`src/gms_defines.svh`:
```
// Contract
// - cursor starts on day, arrows move lines
// - enter selects first digit, digits overwrite, advance
// - right and left arrows move between digits
// - year four digits, others two digits
// - second enter commits field, back to line
// - exit on digit discards edit
// - exit at line level goes to overview
// - three minutes without enter or exit goes to overview
// - no start before overview, protection always active
// - power-up enters stop mode, stop lamp lit
// - stop mode reports events, ignores auto starts
// - stop button stops engine at once, message
// - water heater off in stop mode
// - manual only from stop or auto
// - start press starts engine in manual mode
// - auto from stop, manual, trial; message
// - auto mode follows start input edges
// - auto mode drives changeover switch itself
// - trial only from auto with inputs idle
// - first trial press pending, second confirms
// - pending trial reverts to auto after two minutes
// - trial: no changeover, countdown, stop, back auto
// - start input during trial goes to auto
`ifndef GMS_DEFINES_SVH
`define GMS_DEFINES_SVH
`define GMS_CLK_HZ        125000000
`define GMS_SEC_CYC       (`GMS_CLK_HZ)
`define GMS_MSG_S         2
`define GMS_IDLE_S        180
`define GMS_PEND_S        120
`define GMS_ADDR_CTRL     12'h000
`define GMS_ADDR_STAT     12'h004
`define GMS_ADDR_DATE     12'h008
`define GMS_ADDR_TIME     12'h00c
`define GMS_ADDR_TRIAL    12'h010
`define GMS_TRIAL_RST     16'd300
`define GMS_DAY_RST       8'h01
`define GMS_MON_RST       8'h01
`define GMS_YEAR_RST      16'h2000
`endif

```
`src/gms_pkg.sv`:
```
package gms_pkg;
  typedef enum logic [2:0] {
    GMS_K_NONE  = 3'b000, GMS_K_UP = 3'b001, GMS_K_DOWN = 3'b010, GMS_K_LEFT = 3'b011,
    GMS_K_RIGHT = 3'b100, GMS_K_ENTER = 3'b101, GMS_K_EXIT = 3'b110, GMS_K_DIGIT = 3'b111
  } gms_nav_t;
  typedef struct packed {
    gms_nav_t   nav;
    logic [3:0] digit;
    logic       stop_btn;
    logic       start_btn;
    logic       auto_btn;
    logic       trial_btn;
  } gms_keys_t;
  typedef struct packed {
    logic remote_start;
    logic peak_tariff_warn;
    logic peak_tariff_start;
    logic clock_active;
  } gms_starts_t;
  typedef enum logic [1:0] {
    GMS_SCR_DATE = 2'b00, GMS_SCR_OVERVIEW = 2'b01
  } gms_scr_t;
  typedef enum logic [2:0] {
    GMS_M_STOP = 3'b000, GMS_M_MANUAL = 3'b001, GMS_M_AUTO = 3'b010,
    GMS_M_TRIAL_PEND = 3'b011, GMS_M_TRIAL = 3'b100
  } gms_mode_t;
endpackage

```
`src/gms_sequencer.sv`:
```
`timescale 1ns/1ps
`default_nettype none
`include "gms_defines.svh"
module gms_sequencer (
  input  wire logic              aclk,
  input  wire logic              aresetn,
  input  wire gms_pkg::gms_keys_t   keys,
  input  wire gms_pkg::gms_starts_t starts,
  input  wire logic              fault,
  input  wire logic              awvalid,
  output logic                   awready,
  input  wire logic [11:0]       awaddr,
  input  wire logic              wvalid,
  output logic                   wready,
  input  wire logic [31:0]       wdata,
  input  wire logic [3:0]        wstrb,
  output logic                   bvalid,
  input  wire logic              bready,
  output logic [1:0]             bresp,
  input  wire logic              arvalid,
  output logic                   arready,
  input  wire logic [11:0]       araddr,
  output logic                   rvalid,
  input  wire logic              rready,
  output logic [31:0]            rdata,
  output logic [1:0]             rresp,
  output logic                   engine_run,
  output logic                   changeover_auto,
  output logic                   water_heater,
  output logic                   lamp_stop,
  output logic                   lamp_auto,
  output logic                   lamp_trial,
  output logic                   msg_valid,
  output logic [2:0]             msg_code,
  output logic                   on_overview,
  output logic [2:0]             cursor_line,
  output logic                   cursor_on_digit,
  output logic [1:0]             cursor_digit,
  output logic [15:0]            trial_left_s
);
  import gms_pkg::*;

  // --- date/time editor ---
  gms_scr_t    scr_ff;
  logic [2:0]  line_ff;
  logic        edit_ff;
  logic [1:0]  dig_ff;
  logic [15:0] fld_ff [5];
  logic [15:0] buf_ff;
  logic [31:0] sec_ff;
  logic [31:0] idle_ff;
  logic [2:0]  msg_ff;
  logic [31:0] msg_t_ff;
  logic        msg_v_ff;
  gms_mode_t   mode_ff;
  logic [31:0] pend_ff;
  logic [15:0] trial_ff;
  logic [15:0] trial_cfg_ff;
  logic        ctrl_manual_ff;
  gms_starts_t starts_q_ff;

  wire in_date   = (scr_ff == GMS_SCR_DATE);
  wire k_enter   = in_date && (keys.nav == GMS_K_ENTER);
  wire k_exit    = in_date && (keys.nav == GMS_K_EXIT);
  wire [1:0] last_dig = (line_ff == 3'd2) ? 2'd3 : 2'd1;
  wire [3:0] shamt = {last_dig - dig_ff, 2'b00};
  wire [15:0] dig_mask = 16'h000f << shamt;
  wire [15:0] buf_digit = (buf_ff & ~dig_mask) | ({12'h000, keys.digit} << shamt);
  // idle and pending timers count whole seconds: a cycle count of minutes overflows 32 bits
  wire sec_tick  = (sec_ff == `GMS_SEC_CYC - 1);
  wire idle_done = (idle_ff >= `GMS_IDLE_S);

  always_ff @(posedge aclk) begin
    if (!aresetn) begin
      scr_ff  <= GMS_SCR_DATE;
      line_ff <= 3'd0;
      edit_ff <= 1'b0;
      dig_ff  <= 2'd0;
      buf_ff  <= 16'h0000;
      idle_ff <= 32'h0;
      fld_ff[0] <= {8'h00, `GMS_DAY_RST};
      fld_ff[1] <= {8'h00, `GMS_MON_RST};
      fld_ff[2] <= `GMS_YEAR_RST;
      fld_ff[3] <= 16'h0000;
      fld_ff[4] <= 16'h0000;
    end else if (in_date) begin
      idle_ff <= (k_enter || k_exit) ? 32'h0 : idle_ff + {31'h0, sec_tick};
      if (idle_done) begin
        scr_ff <= GMS_SCR_OVERVIEW;
      end else if (!edit_ff) begin
        if (keys.nav == GMS_K_DOWN && line_ff != 3'd4) line_ff <= line_ff + 3'd1;
        if (keys.nav == GMS_K_UP && line_ff != 3'd0) line_ff <= line_ff - 3'd1;
        if (k_enter) begin
          edit_ff <= 1'b1;
          dig_ff  <= 2'd0;
          buf_ff  <= fld_ff[line_ff];
        end
        if (k_exit) scr_ff <= GMS_SCR_OVERVIEW;
      end else begin
        if (keys.nav == GMS_K_DIGIT) begin
          buf_ff <= buf_digit;
          if (dig_ff != last_dig) dig_ff <= dig_ff + 2'd1;
        end
        if (keys.nav == GMS_K_RIGHT && dig_ff != last_dig) dig_ff <= dig_ff + 2'd1;
        if (keys.nav == GMS_K_LEFT && dig_ff != 2'd0) dig_ff <= dig_ff - 2'd1;
        if (k_enter) begin
          fld_ff[line_ff] <= buf_ff;
          edit_ff <= 1'b0;
        end
        if (k_exit) edit_ff <= 1'b0;
      end
    end
  end

  // --- operating modes ---
  wire start_any   = |starts;
  wire start_rise  = |(starts & ~starts_q_ff);
  wire start_fall  = |(~starts & starts_q_ff);
  wire ovw         = (scr_ff == GMS_SCR_OVERVIEW);
  wire pend_done   = (pend_ff >= `GMS_PEND_S);
  wire msg_done    = (msg_t_ff >= `GMS_SEC_CYC * `GMS_MSG_S - 1);
  wire can_auto    = (mode_ff != GMS_M_AUTO);
  wire can_manual  = (mode_ff == GMS_M_STOP) || (mode_ff == GMS_M_AUTO);
  // protection and the stop key are never gated by the screen; starts and the other mode keys are
  logic        nxt_run;
  gms_mode_t   nxt_mode;
  logic [2:0]  nxt_msg;
  logic        nxt_post;

  always_comb begin
    nxt_run  = engine_run;
    nxt_mode = mode_ff;
    nxt_msg  = msg_ff;
    nxt_post = 1'b0;
    if (fault) begin
      nxt_mode = GMS_M_STOP;
      nxt_run  = 1'b0;
    end else if (keys.stop_btn) begin
      nxt_mode = GMS_M_STOP;
      nxt_run  = 1'b0;
      nxt_msg  = 3'd1;
      nxt_post = 1'b1;
    end else if (!ovw) begin
      nxt_run = 1'b0;
    end else begin
      unique case (mode_ff)
        GMS_M_STOP: begin
          nxt_run = 1'b0;
          if (keys.auto_btn) begin
            nxt_mode = GMS_M_AUTO;
            nxt_msg = 3'd2;
            nxt_post = 1'b1;
          end else if (keys.start_btn && can_manual) begin
            nxt_mode = GMS_M_MANUAL;
            nxt_run  = 1'b1;
          end
        end
        GMS_M_MANUAL: begin
          if (keys.auto_btn && can_auto) begin
            nxt_mode = GMS_M_AUTO;
            nxt_msg = 3'd2;
            nxt_post = 1'b1;
          end
        end
        GMS_M_AUTO: begin
          if (keys.start_btn && can_manual) begin
            nxt_mode = GMS_M_MANUAL;
            nxt_run  = 1'b1;
          end else if (keys.trial_btn && !start_any) begin
            nxt_mode = GMS_M_TRIAL_PEND;
          end else if (start_rise) begin
            nxt_run = 1'b1;
            nxt_msg = 3'd3;
            nxt_post = 1'b1;
          end else if (start_fall) begin
            nxt_run = 1'b0;
            nxt_msg = 3'd4;
            nxt_post = 1'b1;
          end
        end
        GMS_M_TRIAL_PEND: begin
          if (keys.trial_btn) begin
            nxt_mode = GMS_M_TRIAL;
            nxt_run  = 1'b1;
          end else if (keys.auto_btn || pend_done) begin
            nxt_mode = GMS_M_AUTO;
            nxt_msg = 3'd2;
            nxt_post = 1'b1;
          end
        end
        GMS_M_TRIAL: begin
          if (start_rise) begin
            nxt_mode = GMS_M_AUTO;
            nxt_msg = 3'd3;
            nxt_post = 1'b1;
          end else if (keys.auto_btn) begin
            nxt_mode = GMS_M_AUTO;
            nxt_msg = 3'd2;
            nxt_post = 1'b1;
          end else if (sec_tick && trial_ff <= 16'd1) begin
            nxt_mode = GMS_M_AUTO;
            nxt_run  = 1'b0;
          end
        end
        default: nxt_mode = GMS_M_STOP;
      endcase
    end
  end

  always_ff @(posedge aclk) begin
    if (!aresetn) begin
      mode_ff     <= GMS_M_STOP;
      engine_run  <= 1'b0;
      starts_q_ff <= '0;
      sec_ff      <= 32'h0;
      pend_ff     <= 32'h0;
      trial_ff    <= 16'h0;
      msg_ff      <= 3'd0;
      msg_v_ff    <= 1'b0;
      msg_t_ff    <= 32'h0;
    end else begin
      mode_ff     <= nxt_mode;
      engine_run  <= nxt_run;
      starts_q_ff <= starts;
      sec_ff      <= sec_tick ? 32'h0 : sec_ff + 32'h1;
      pend_ff     <= (mode_ff == GMS_M_TRIAL_PEND) ? pend_ff + {31'h0, sec_tick} : 32'h0;
      if (nxt_mode == GMS_M_TRIAL && mode_ff != GMS_M_TRIAL) trial_ff <= trial_cfg_ff;
      else if (mode_ff == GMS_M_TRIAL && sec_tick && trial_ff != 16'h0)
        trial_ff <= trial_ff - 16'h1;
      if (nxt_post) begin
        msg_ff   <= nxt_msg;
        msg_v_ff <= 1'b1;
        msg_t_ff <= 32'h0;
      end else if (msg_v_ff) begin
        msg_v_ff <= !msg_done;
        msg_t_ff <= msg_t_ff + 32'h1;
      end
    end
  end

  // lamps and outputs from flops
  always_ff @(posedge aclk) begin
    if (!aresetn) begin
      lamp_stop       <= 1'b1;
      lamp_auto       <= 1'b0;
      lamp_trial      <= 1'b0;
      water_heater    <= 1'b0;
      changeover_auto <= 1'b0;
    end else begin
      lamp_stop       <= (nxt_mode == GMS_M_STOP);
      lamp_auto       <= (nxt_mode == GMS_M_AUTO);
      lamp_trial      <= (nxt_mode == GMS_M_TRIAL) ||
                         ((nxt_mode == GMS_M_TRIAL_PEND) && sec_ff[26]);
      water_heater    <= (nxt_mode != GMS_M_STOP);
      changeover_auto <= (nxt_mode == GMS_M_AUTO);
    end
  end

  assign msg_valid       = msg_v_ff;
  assign msg_code        = msg_ff;
  assign on_overview     = ovw;
  assign cursor_line     = line_ff;
  assign cursor_on_digit = edit_ff;
  assign cursor_digit    = dig_ff;
  assign trial_left_s    = trial_ff;

  // --- axi4-lite slave ---
  logic        aw_ff;
  logic        w_ff;
  logic [11:0] awa_ff;
  logic [31:0] wd_ff;
  logic        wstrb_ok;
  wire         do_wr = aw_ff && w_ff && !bvalid;
  wire         wr_hit = (awa_ff == `GMS_ADDR_TRIAL) || (awa_ff == `GMS_ADDR_CTRL);
  wire [31:0]  rd_mux =
    (araddr == `GMS_ADDR_CTRL)  ? {31'h0, ctrl_manual_ff} :
    (araddr == `GMS_ADDR_STAT)  ? {21'h0, msg_v_ff, ovw, engine_run, 4'h0, 1'b0, mode_ff} :
    (araddr == `GMS_ADDR_DATE)  ? {fld_ff[2], fld_ff[1][7:0], fld_ff[0][7:0]} :
    (araddr == `GMS_ADDR_TIME)  ? {16'h0, fld_ff[3][7:0], fld_ff[4][7:0]} :
    (araddr == `GMS_ADDR_TRIAL) ? {16'h0, trial_cfg_ff} : 32'h0;
  wire         rd_hit = (araddr <= `GMS_ADDR_TRIAL) && (araddr[1:0] == 2'b00);

  always_ff @(posedge aclk) begin
    if (!aresetn) begin
      aw_ff <= 1'b0; w_ff <= 1'b0; awa_ff <= 12'h0; wd_ff <= 32'h0;
      bvalid <= 1'b0; bresp <= 2'b00; rvalid <= 1'b0; rdata <= 32'h0; rresp <= 2'b00;
      trial_cfg_ff <= `GMS_TRIAL_RST;
      ctrl_manual_ff <= 1'b0;
    end else begin
      if (awvalid && awready) begin aw_ff <= 1'b1; awa_ff <= awaddr; end
      if (wvalid && wready) begin w_ff <= 1'b1; wd_ff <= wdata; end
      if (do_wr) begin
        aw_ff <= 1'b0;
        w_ff  <= 1'b0;
        bvalid <= 1'b1;
        bresp  <= wr_hit ? 2'b00 : 2'b10;
        if (awa_ff == `GMS_ADDR_TRIAL && wstrb_ok) trial_cfg_ff <= wd_ff[15:0];
        if (awa_ff == `GMS_ADDR_CTRL) ctrl_manual_ff <= wd_ff[0];
      end else if (bvalid && bready) bvalid <= 1'b0;
      if (arvalid && arready) begin
        rvalid <= 1'b1;
        rdata  <= rd_hit ? rd_mux : 32'h0;
        rresp  <= rd_hit ? 2'b00 : 2'b10;
      end else if (rvalid && rready) rvalid <= 1'b0;
    end
  end

  always_ff @(posedge aclk) begin
    if (!aresetn) wstrb_ok <= 1'b0;
    else if (wvalid && wready) wstrb_ok <= &wstrb[1:0];
  end

  always_ff @(posedge aclk) begin
    if (!aresetn) begin
      awready <= 1'b0;
      wready  <= 1'b0;
      arready <= 1'b0;
    end else begin
      // one write and one read in flight; ready drops once captured
      awready <= !aw_ff && !(awvalid && awready) && !bvalid && !do_wr;
      wready  <= !w_ff && !(wvalid && wready) && !bvalid && !do_wr;
      arready <= !rvalid && !(arvalid && arready);
    end
  end
endmodule
`default_nettype wire

```
`config.mk`:
```
export PLATFORM = sky130hd
export DESIGN_NAME = gms_sequencer
export DESIGN_NICKNAME = d
export VERILOG_FILES = /design/src/gms_pkg.sv /design/src/gms_sequencer.sv
export VERILOG_INCLUDE_DIRS = /design/src
export SDC_FILE = /design/constraint.sdc
export NUM_CORES = 1
export LEC_CHECK = 0
export BUFFER_PORTS_ARGS = -buffer_cell sky130_fd_sc_hd__buf_2
export CAP_MARGIN = 20
export CORE_MARGIN = 2
export CORE_UTILIZATION = 60
export DETAILED_ROUTE_END_ITERATION = 6
export GPL_TIMING_DRIVEN = 0
export PLACE_DENSITY_LB_ADDON = 0.3
export REMOVE_ABC_BUFFERS = 1
export SYNTH_ARGS = -nofsm -noshare
export SYNTH_HDL_FRONTEND = slang
export SYNTH_SLANG_ARGS = --single-unit
export TNS_END_PERCENT = 30
```
`constraint.sdc`:
```
create_clock -name aclk -period 4.3 [get_ports aclk]
set_clock_uncertainty 0.05 [all_clocks]
set_input_delay 0.215 -clock aclk [delete_from_list [all_inputs] [get_ports aclk]]
set_output_delay 0.215 -clock aclk [all_outputs]
set_load 0.02 [all_outputs]
```
==> metrics.sh, run 1 <==
STATUS='complete, no violations'
FP-ROW-COUNT=63
CTS-HTREE-LEVELS=2
PLACEABLECOREAREA_MM2=0.0295
SYN-INSTANCE-COUNT=1773
GRT_PASS1_WL_UM=70800
AVGROUTEDWIREPERCELL_UM=19.0
ANT_NETS=0
DIEHEIGHT_UM=177
SYNTH_SIMPLE_GATE_AREA_SHARE_PCT=22.2
LAYOUT.CELLS.MOST_COMMON='dfxtp_1'
DETAILEDROUTE.FIRSTPASSITERATIONCOUNT=5
FINAL_LAYOUT_SIZE_SUFFIX_GT1_SHARE_PCT=15.7
CTS.SINK_COUNT=401
TRACK_USAGE_PCT=28.5
NETLIST.AREA_LEADER.SHARE_PCT=30.6
ROUTED-VIA-COUNT=14135
DIE_X_UM=177
FINALCOREUTILIZATION_PCT=70.7
SYNTH_AREA_LEADER_CELL='dfxtp_1'
SYNTH-ASYNC-RESET-RATIO_PCT=0
FIRST_GLOBAL_VIAS=13728
ROUTED_WIRELENGTH_UM=44600
SYNTH.DISTINCT_CELLS=78
FILL_CELLS=2079
POST_SYNTH_FA_HA_MAJ_AREA_FRACTION_PCT=0.742
GP_ROUTABILITY_CONGESTION=0.912
POST-LAYOUT-TOTAL-POWER_mW=8.15
MAX-SLEW-MARGIN-REL_PCT=25.1
SYNTH_ENABLE_FLOP_CELLS=128
DRT_FIRST_ITER_VIOLATIONS=1269
SYNTH_MUX_AREA_SHARE_PCT=6.48
FINALHOLDVIOLCOUNT=0
SYNTH_COMPOUND_AREA_SHARE_PCT=9.47
AREA_ENCLOSED_BY_THE_DIE_BOUNDARY_MM2=0.0312
WORST_HOLD_PATH_CLASS='primary input to flop'
TRITONCTS='done'
FLOORPLAN.INITIALDENSITY_PCT=60.7
WORSTMARGINPINSLEW_NS=1.11
SETUP_VIOL_COUNT_FINAL=0
PATH_CLK_SLEW_NS=0.06
SYNTH_SEQ_CELLS=401
PLACE_HPWL_UM=30300
ENDPOINT_CLASS_OF_THE_CRITICAL_PATH='flop'
POWER.LEAKAGE_nW=7.63
REMAINING_ROUTING_DRC_VIOLATIONS=0
NETS=2014
SYNTH_TOP_FAMILY_BY_AREA='simple AND/OR/NAND/NOR gates'
PIN_COUNT=157
CTS_POST_SETUP_BUFFERS_INSERTED=0
YS.WARNINGS.COUNT=0
CTSROOTBUFFERMASTER='clkbuf_16'
SYNTH.YOSYS.SEQ_AREA_SHARE_PCT=52.0
ACHIEVABLE-FREQUENCY_GHz=0.251
MIN_PERIOD_OVER_PERIOD_PCT=92.8
IR_WORST_VDD_V=0.000310
VIAS_PER_CELL=6.03
CTS.PATH.MAX_BUFFERS=3
WORST_SKEW_PAIR.LATE_LATENCY_NS=0.54
MAX_CAP_VIOL_COUNT=0
CTS_MADE_BUFFERS=41
SETUP-TNS-FINAL_NS=0
SYN_AREA_MM2=0.0179
YOSYS-TOP-CELLS-AREA='dfxtp_1, edfxtp_1, nor2_1, mux4_2, xor2_1'
POWER.DENSITY_mW_PER_MM2=391
SYNTHTOLAYOUTAREAGROWTH_PCT=16.6
SETUP_REPAIR_AFTER_GLOBAL_ROUTING_MISSED_ITS_MARGIN='false'
WORST_PATH_MAX_DELAY_CELL='dfxtp_2'
CRITICAL-PATH-MAX-STAGE-DELAY_NS=0.73
SYN_AREA_PER_CELL_UM2=10.1
REPORT.FINAL.SLEW_VIOL_COUNT=0
CRITICAL_PATH_REQUIRED_NS=4.42
CRITICAL_PATH.N_BUFFERS_INVERTERS=1
CRITICAL_PATH.MAX_FANOUT=28
STARTPOINT_TYPE='flop'
SYNTH-XOR-AREA-SHARE_PCT=6.37
WORST-ENDPOINT-ARRIVAL_NS=4.11
CRITICALPATHCATEGORY='flop to flop'
PERIOD_MINUS_SLACK_NS=3.99
NUMBER_OF_BUFFERS_ADDED_ON_PORTS=136
GRT_ANTENNA_BEFORE_REPAIR=2
TIMING.CRITICAL_PATH.MAX_DELAY_FAMILY='simple AND/OR/NAND/NOR gates'
GRT_MAX_DEGREE=52
CRIT_PATH_CELL_TRACE='clkinv_1 -> or3_1 -> or4_4 -> nor3_4 -> nand2b_2'
SYNTH-MAIN-FF-CELL='dfxtp_1'
GLOBALROUTE.TOTALOVERFLOW=0
MOSTFREQUENTLAYOUTCELLS='dfxtp_1, nor2_1, nand2_1'
==> cell type report <==
type,count,area [um2],area share [%]
antenna,2,5.00,0.0240
sequential,401,9310,44.7
multi-input combinational,1257,8150,39.1
clock buffer,58,1200,5.75
tap,390,488,2.34
clock inverter,18,225,1.08
inverter,28,105,0.504
timing repair buffer,192,1370,6.56
==> what timing repair did <==
action,4_1_cts,5_1_grt
resized for setup,2,0
hold endpoints to repair,35,0
endpoints found under the setup margin,16,0
hold buffers,37,0
==> logic make-up (layout without fill, tap and decap cells) <==
group / count (synthesis) / in the layout
adders and majority gates: 10 / 10
AOI/OAI and AO/OA: 262 / 262
buffers and inverters: 116 / 296
DFF: 401 / 401
and+or+nand+nor: 779 / 779
muxes: 74 / 74
xor gates and xnor gates: 130 / 130
other: 1 / 4
==> worst register-to-register path, cell delays in order, from the launching register on <==
cell      delay, ns
dfxtp_2        0.73
clkinv_1       0.47
or3_1          0.53
or4_4          0.52
nor3_4         0.69
nand2b_2       0.62
==> final timing paths <==
| check | start | end | slack [ns] | depth (start not counted) |
|---|---|---|---|---|
| hold / removal | arvalid | rdata[2] | 0.02 | 4 |
| setup reg to reg | cursor_on_digit | fld_ff[1][3] | 0.31 | 5 |
| setup / recovery | cursor_on_digit | fld_ff[1][3] | 0.31 | 5 |
| hold reg to reg | rvalid | arready | 0.40 | 1 |
==> state kept, by name, indices dropped and copies added, names as in the netlist, 4 cells and up, named ones only <==
register / count
rdata: 32
sec_ff: 32
buf_ff: 16
wd_ff: 16
trial_cfg_ff: 16
idle_ff: 32
trial_left_s: 16
starts_q_ff: 4
fld_ff: 128
awa_ff: 12
msg_t_ff: 32
pend_ff: 32
==> Yosys cell counts, types with 12 or more instances <==
cell      count
or3_1        18
mux2_2       14
nand2b_1     20
and4_1       14
a211oi_1     15
nand2_1     168
and3_1       18
xnor2_1      53
nor4_1       27
o21a_1       13
clkbuf_1     65
nand3_1      57
xor2_1       77
dfxtp_1     273
nor3_1       42
mux4_2       32
o22ai_1      15
mux2i_1      28
a22o_1       16
o21ai_0      51
nand4_1      41
a21oi_1      85
nor2b_1      19
edfxtp_1    128
and2_1       94
buf_2        12
nor2_1      212
inv_1        26
==> where the power goes <==
part | switching, mW | internal, mW
clock network | 1.50 | 2.20
logic | 0.232 | 0.180
registers | 0.0746 | 3.97
==> routing by layer <==
metal  routed length, um  track usage, %
met1               18100            36.8
met4                1630            12.0
met2               22000            47.9
met5                   0               0
met3                2850            4.40
==> metrics by stage <==
step	instance area, um2	setup slack, ns	std cells	hold WS (ns)
floorplan	17500	0.410	1686	0.227
detailed placement	19000	-0.326	2230	0.387
CTS	20800	0.339	2343	0.00839
global placement	18700	-2.66	2212	0.379
finish	20900	0.311	2346	0.0226
global route	20900	0.139	2346	0.0287
(Power assumes the default switching activity.)
==> run 2: changes to the inputs <==
--- a/config.mk
+++ b/config.mk
@@ -11,7 +11,7 @@
 export CORE_MARGIN = 2
 export CORE_UTILIZATION = 60
 export DETAILED_ROUTE_END_ITERATION = 6
-export GPL_TIMING_DRIVEN = 0
+export GPL_TIMING_DRIVEN = 1
 export PLACE_DENSITY_LB_ADDON = 0.3
 export REMOVE_ABC_BUFFERS = 1
 export SYNTH_ARGS = -nofsm -noshare
==> run 2 against run 1 <==
Via count up 0.59%; register-to-register slack improved by 0.38 ns; worst setup slack gained 0.38 ns; wire length about the same; critical path type unchanged; critical endpoint is now pend_ff[24].
==> metrics.sh, run 2 (synthesized netlist as in run 1, its figures left out) <==
STATUS='complete, no violations'
TRITONCTS='done'
PIN_COUNT=157
MIN_PERIOD_OVER_PERIOD_PCT=84.0
WORST_SKEW_PAIR.LATE_LATENCY_NS=0.55
PERIOD_MINUS_SLACK_NS=3.61
POWER.LEAKAGE_nW=7.66
CTS.SINK_COUNT=401
WORST_HOLD_PATH_CLASS='primary input to flop'
GP_ROUTABILITY_CONGESTION=0.906
SYNTHTOLAYOUTAREAGROWTH_PCT=16.4
SETUP_REPAIR_AFTER_GLOBAL_ROUTING_MISSED_ITS_MARGIN='false'
HOLD-PATH-CELL-COUNT=4
DRT_FIRST_ITER_VIOLATIONS=1236
PLACED_INST_AREA_MM2=0.0190
REMAINING_ROUTING_DRC_VIOLATIONS=0
FLOORPLAN.INITIALDENSITY_PCT=60.7
FIN_CELLS=2366
CRITICALPATHCATEGORY='flop to flop'
GRT_PASS1_WL_UM=71200
PATH_CLK_SLEW_NS=0.06
FIRST_GLOBAL_VIAS=13913
REGMOSTFLOPS='fld_ff'
FP-ROW-COUNT=63
FINALHOLDVIOLCOUNT=0
AVGROUTEDWIREPERCELL_UM=18.8
R2R.WORST_PATH.CELLS=13
FILL_CELLS=2144
VIAS_PER_CELL=6.01
GLOBALROUTE.TOTALOVERFLOW=0
PLACE_INST=2248
MAX-SLEW-MARGIN-REL_PCT=31.4
DETAILROUTE.WIRELENGTH.MET2_UM=21800
CRITICAL_PATH_REQUIRED_NS=4.69
PLACE_HPWL_UM=29500
TRACK_USAGE_PCT=28.6
MOSTFREQUENTLAYOUTCELLS='dfxtp_1, nor2_1, nand2_1'
MET1WIRELENGTH_UM=18200
DIEHEIGHT_UM=177
ANT_NETS=0
WORSTMARGINPINSLEW_NS=1.03
REPORT.FINAL.SLEW_VIOL_COUNT=0
CRITICAL_PATH.MAX_FANOUT=6
CTS.PATH.MAX_BUFFERS=3
GRT_MAX_DEGREE=55
ROUTED-VIA-COUNT=14218
FINAL_LAYOUT_SIZE_SUFFIX_GT1_SHARE_PCT=15.8
WORST_HOLD_SLACK_NS=0.0276
WORST-ENDPOINT-ARRIVAL_NS=4.00
STARTPOINT_TYPE='flop'
POWER.DENSITY_mW_PER_MM2=389
CTS_MADE_BUFFERS=42
TOP_LAYER_USED='met4'
GRT_ANTENNA_BEFORE_REPAIR=2
NUMBER_OF_BUFFERS_ADDED_ON_PORTS=136
ROUTED_WIRELENGTH_UM=44600
ENDPOINT_CLASS_OF_THE_CRITICAL_PATH='flop'
CTS-HTREE-LEVELS=2
SETUP-TNS-FINAL_NS=0
DETAILEDROUTE.FIRSTPASSITERATIONCOUNT=7
PLACEABLECOREAREA_MM2=0.0295
IR_WORST_VDD_V=0.000345
LARGEST_REGISTER_FFS=128
ACHIEVABLE-FREQUENCY_GHz=0.277
LAYOUT.CELLS.MOST_COMMON='dfxtp_1'
SETUP_VIOL_COUNT_FINAL=0
AREA_ENCLOSED_BY_THE_DIE_BOUNDARY_MM2=0.0312
STDCELL_AREA_MM2=0.0208
MAX_CAP_VIOL_COUNT=0
CTS_POST_SETUP_BUFFERS_INSERTED=0
CTS_RESIZED=0
FINALCOREUTILIZATION_PCT=70.6
CTSROOTBUFFERMASTER='clkbuf_16'
NETS=2035
ROUTED-WL-MET3_UM=2480
DIE_X_UM=177
==> run 2: worst paths after layout <==
| check | to | from | slack [ns] |
|---|---|---|---|
| setup / recovery | pend_ff[24] | sec_ff[0] | 0.69 |
| hold / removal | rdata[9] | arvalid | 0.03 |
| hold reg to reg | rdata[9] | rdata[9] | 0.40 |
| setup reg to reg | pend_ff[24] | sec_ff[0] | 0.69 |
==> run 2: area by class of cell <==
| cell class | count | area (um2) | share of cell area, % |
|---|---|---|---|
| antenna | 2 | 5.00 | 0.0240 |
| clock inverter | 14 | 175 | 0.841 |
| tap | 390 | 488 | 2.34 |
| sequential | 401 | 9310 | 44.7 |
| inverter | 28 | 105 | 0.505 |
| multi-input combinational | 1257 | 8130 | 39.0 |
| clock buffer | 62 | 1220 | 5.85 |
| timing repair buffer | 212 | 1390 | 6.68 |
==> run 2: worst max-delay path, cell delays in order (launching register included) <==
cell and delay (ns):
dfxtp_1 0.39, ha_1 0.24, and2_1 0.17, nand2_1 0.16, or4_1 0.66, inv_2 0.18
ha_1 0.19, ha_1 0.21, nand2_1 0.10, or3_1 0.38, nor3_1 0.39, nand4_1 0.18
xor2_1 0.17, nor2_1 0.05
==> run 2: per-layer routing <==
layer	vias up	GRT usage [%]
li1	6676	-
met1	6916	35.7
met2	487	49.3
met3	139	3.54
met4	0	14.0
met5	-	0
==> run 2: power by group <==
| part | switching (mW) | leakage (nW) | internal, mW | total (mW) |
|---|---|---|---|---|
| Sequential | 0.0632 | 3.48 | 3.97 | 4.03 |
| Combinational | 0.242 | 3.50 | 0.178 | 0.420 |
| Clock | 1.49 | 0.673 | 2.15 | 3.64 |
==> run 2: what timing repair did <==
item,4_1_cts,5_1_grt
hold buffers,38,0
setup endpoints to repair,0,0
endpoints found under the hold margin,36,0
==> run 2: metrics by stage <==
stage,setup WS (ns),power [mW]
global route,0.407,8.32
global placement,0.765,4.48
finish,0.688,8.09
floorplan,0.410,4.32
CTS,0.727,8.11
detailed placement,0.765,4.49
==> run 3: changes to the inputs <==
--- a/config.mk
+++ b/config.mk
@@ -9,7 +9,7 @@
 export BUFFER_PORTS_ARGS = -buffer_cell sky130_fd_sc_hd__buf_2
 export CAP_MARGIN = 20
 export CORE_MARGIN = 2
-export CORE_UTILIZATION = 60
+export CORE_UTILIZATION = 54
 export DETAILED_ROUTE_END_ITERATION = 6
 export GPL_TIMING_DRIVEN = 1
 export PLACE_DENSITY_LB_ADDON = 0.3
==> constraint.sdc (replaced) <==
create_clock -name aclk -period 2.91 [get_ports aclk]
set_clock_uncertainty 0.05 [all_clocks]
set_input_delay 0.1455 -clock aclk [delete_from_list [all_inputs] [get_ports aclk]]
set_output_delay 0.1455 -clock aclk [all_outputs]
set_load 0.02 [all_outputs]
==> run 3 against run 2 <==
The flow now finishes with violations (setup timing); global-route usage is 1.7 points lower; via count is 1.4% higher; non-clock buffer count is 84 higher; maximum frequency is 23% higher; sequential cell count stayed put; first-iteration DRC count is 17% lower; largest cell class unchanged; highest routed layer unchanged.
==> metrics.sh, run 3 (synthesized netlist as in run 1, its figures left out) <==
CRITICALPATHCATEGORY='flop to flop'
GP_ROUTABILITY_CONGESTION=0.926
FIN_CELLS=2504
GRT_MAX_DEGREE=75
CTS.PATH.MAX_BUFFERS=3
VIOLATIONS='setup timing'
DETAILEDROUTE.FIRSTPASSITERATIONCOUNT=5
GRT_PASS1_WL_UM=73500
SETUP_VIOL_COUNT_FINAL=3
NETS=2120
TRITONCTS='done'
FP-ROW-COUNT=66
TIMING.FINAL.WS_SETUP_NS=-0.0217
REGTOREGSTARTPOINT='sec_ff[1]'
ANT_NETS=0
CTS_MADE_BUFFERS=43
AVGROUTEDWIREPERCELL_UM=18.5
GATE_POWER_SHARE_PCT=5.5
SETUP_REPAIR_AFTER_GLOBAL_ROUTING_MISSED_ITS_MARGIN='true'
MIN_PERIOD_OVER_PERIOD_PCT=101
IR_WORST_VDD_V=0.000476
ACHIEVABLE-FREQUENCY_GHz=0.341
FILL_CELLS=2474
ROUTED-VIA-COUNT=14422
STATUS='finished with violations'
PLACED_INST_AREA_MM2=0.0197
DIE_X_UM=186
POWER_REPORT.INTERNAL_TOTAL_mW=9.19
MAX-SLEW-MARGIN-REL_PCT=36.8
WORST_SKEW_PAIR.LATE_LATENCY_NS=0.55
FINALHOLDVIOLCOUNT=0
LARGEST_REGISTER_FFS=128
STDCELL_AREA_MM2=0.0218
WORST_HOLD_PATH_CLASS='primary input to flop'
AREA_ENCLOSED_BY_THE_DIE_BOUNDARY_MM2=0.0346
PLACE_INST=2379
CTSROOTBUFFERMASTER='clkbuf_16'
FLOORPLAN.INITIALDENSITY_PCT=55.0
ENDPOINT_CLASS_OF_THE_CRITICAL_PATH='flop'
STARTPOINT='sec_ff[1]'
CRITICAL_PATH.MAX_FANOUT=6
LAYOUT.CELLS.MOST_COMMON='dfxtp_1'
REMAINING_ROUTING_DRC_VIOLATIONS=0
NUMBER_OF_BUFFERS_ADDED_ON_PORTS=136
CTS-HTREE-LEVELS=2
CLOCK_POWER_SHARE_PCT=44.3
WORSTMARGINPINSLEW_NS=0.948
DP_WORST_SETUP_SLACK_NS=-0.228
PIN_COUNT=157
DIEHEIGHT_UM=186
POWER.LEAKAGE_nW=8.18
PLACEABLECOREAREA_MM2=0.0325
VIAS_PER_CELL=5.76
GRT_ANTENNA_BEFORE_REPAIR=2
DRT_FIRST_ITER_VIOLATIONS=1028
SYNTHTOLAYOUTAREAGROWTH_PCT=21.9
PATH_CLK_SLEW_NS=0.06
TRACK_USAGE_PCT=26.9
WORST-ENDPOINT-ARRIVAL_NS=3.31
REPORT.FINAL.SLEW_VIOL_COUNT=0
POST-LAYOUT-TOTAL-POWER_mW=11.8
MAX_CAP_VIOL_COUNT=0
PERIOD_MINUS_SLACK_NS=2.93
ROUTED_WIRELENGTH_UM=46300
FINAL_LAYOUT_SIZE_SUFFIX_GT1_SHARE_PCT=21.5
SWITCHING_SHARE_PCT=22.4
TIMING.HOLD.WORST.START='keys[9]'
CTS.SINK_COUNT=401
REGMOSTFLOPS='fld_ff'
CRITICAL_PATH_REQUIRED_NS=3.29
SEQUENTIALPOWERSHARE_PCT=50.3
FIRST_GLOBAL_VIAS=14088
NET-SWITCHING-POWER_mW=2.65
POWER.DENSITY_mW_PER_MM2=543
GLOBALROUTE.TOTALOVERFLOW=0
STARTPOINT_TYPE='flop'
MOSTFREQUENTLAYOUTCELLS='dfxtp_1, nor2_1, nand2_1'
PLACE_HPWL_UM=31300
[run 3: path summary, 6_finish.rpt]
check / slack, ns / to / cells past startpoint
worst min register to register: 0.39 / rdata[8] / 2
worst min-delay path: 0.05 / cursor_on_digit / 4
worst max-delay path: -0.02 / idle_ff[20] / 14
worst max register to register: -0.02 / idle_ff[20] / 14
[run 3: cell type report]
type	instances	area [um2]	area share, %
Sequential cell	401	9320	42.8
Multi-Input combinational cell	1257	8350	38.3
Timing Repair Buffer	296	2080	9.56
Clock buffer	60	1270	5.83
Tap cell	442	553	2.54
Inverter	28	113	0.517
Clock inverter	18	103	0.471
Antenna cell	2	5.00	0.0230
[run 3: repair_timing]
action	4_1_cts	5_1_grt
buffers inserted	1	3
hold buffers	41	0
hold endpoints to repair	43	0
pin swaps	7	18
endpoints found under the setup margin	35	51
resized for setup	24	34
[run 3: power by group through the flow]
stage,Combinational (mW),Sequential (mW),Clock (mW)
after detailed placement,0.595,6.07,0
after floorplan,0.306,6.08,0
final,0.646,5.95,5.24
after CTS,0.641,5.95,5.32
after global routing,0.701,5.96,5.53
after global placement,0.584,6.06,0
[run 3: routing by layer]
layer  vias to the layer above  wire [um]  GRT usage (%)
met5                         -          0              0
met2                       496      22500           45.7
met1                      6952      18900           34.2
li1                       6857          -              -
met3                       117       2860           3.85
met4                         0       1950           11.7
[run 3: metrics by stage]
| step | util [%] | setup TNS [ns] | hold slack [ns] |
|---|---|---|---|
| after floorplan | - | -82.46 | 0.157 |
| after global placement | 60.6 | -2.80 | 0.337 |
| after detailed placement | 60.6 | -3.78 | 0.345 |
| after CTS | 66.4 | -0.0427 | 0.00833 |
| after global routing | 67.0 | -1.92 | 0.0449 |
| final | 67.0 | -0.0441 | 0.0507 |
[run 3: worst max-delay path: stages, from the launching register on]
cell and delay, ns:
dfxtp_1 0.34, ha_1 0.16, and2_1 0.15, nand2_1 0.12, or4_4 0.57, inv_6 0.11, ha_4 0.15, ha_4 0.14
inv_4 0.04, nor4_4 0.33, buf_4 0.18, buf_6 0.12, nand4_1 0.11, xor2_1 0.19, nor2_1 0.05
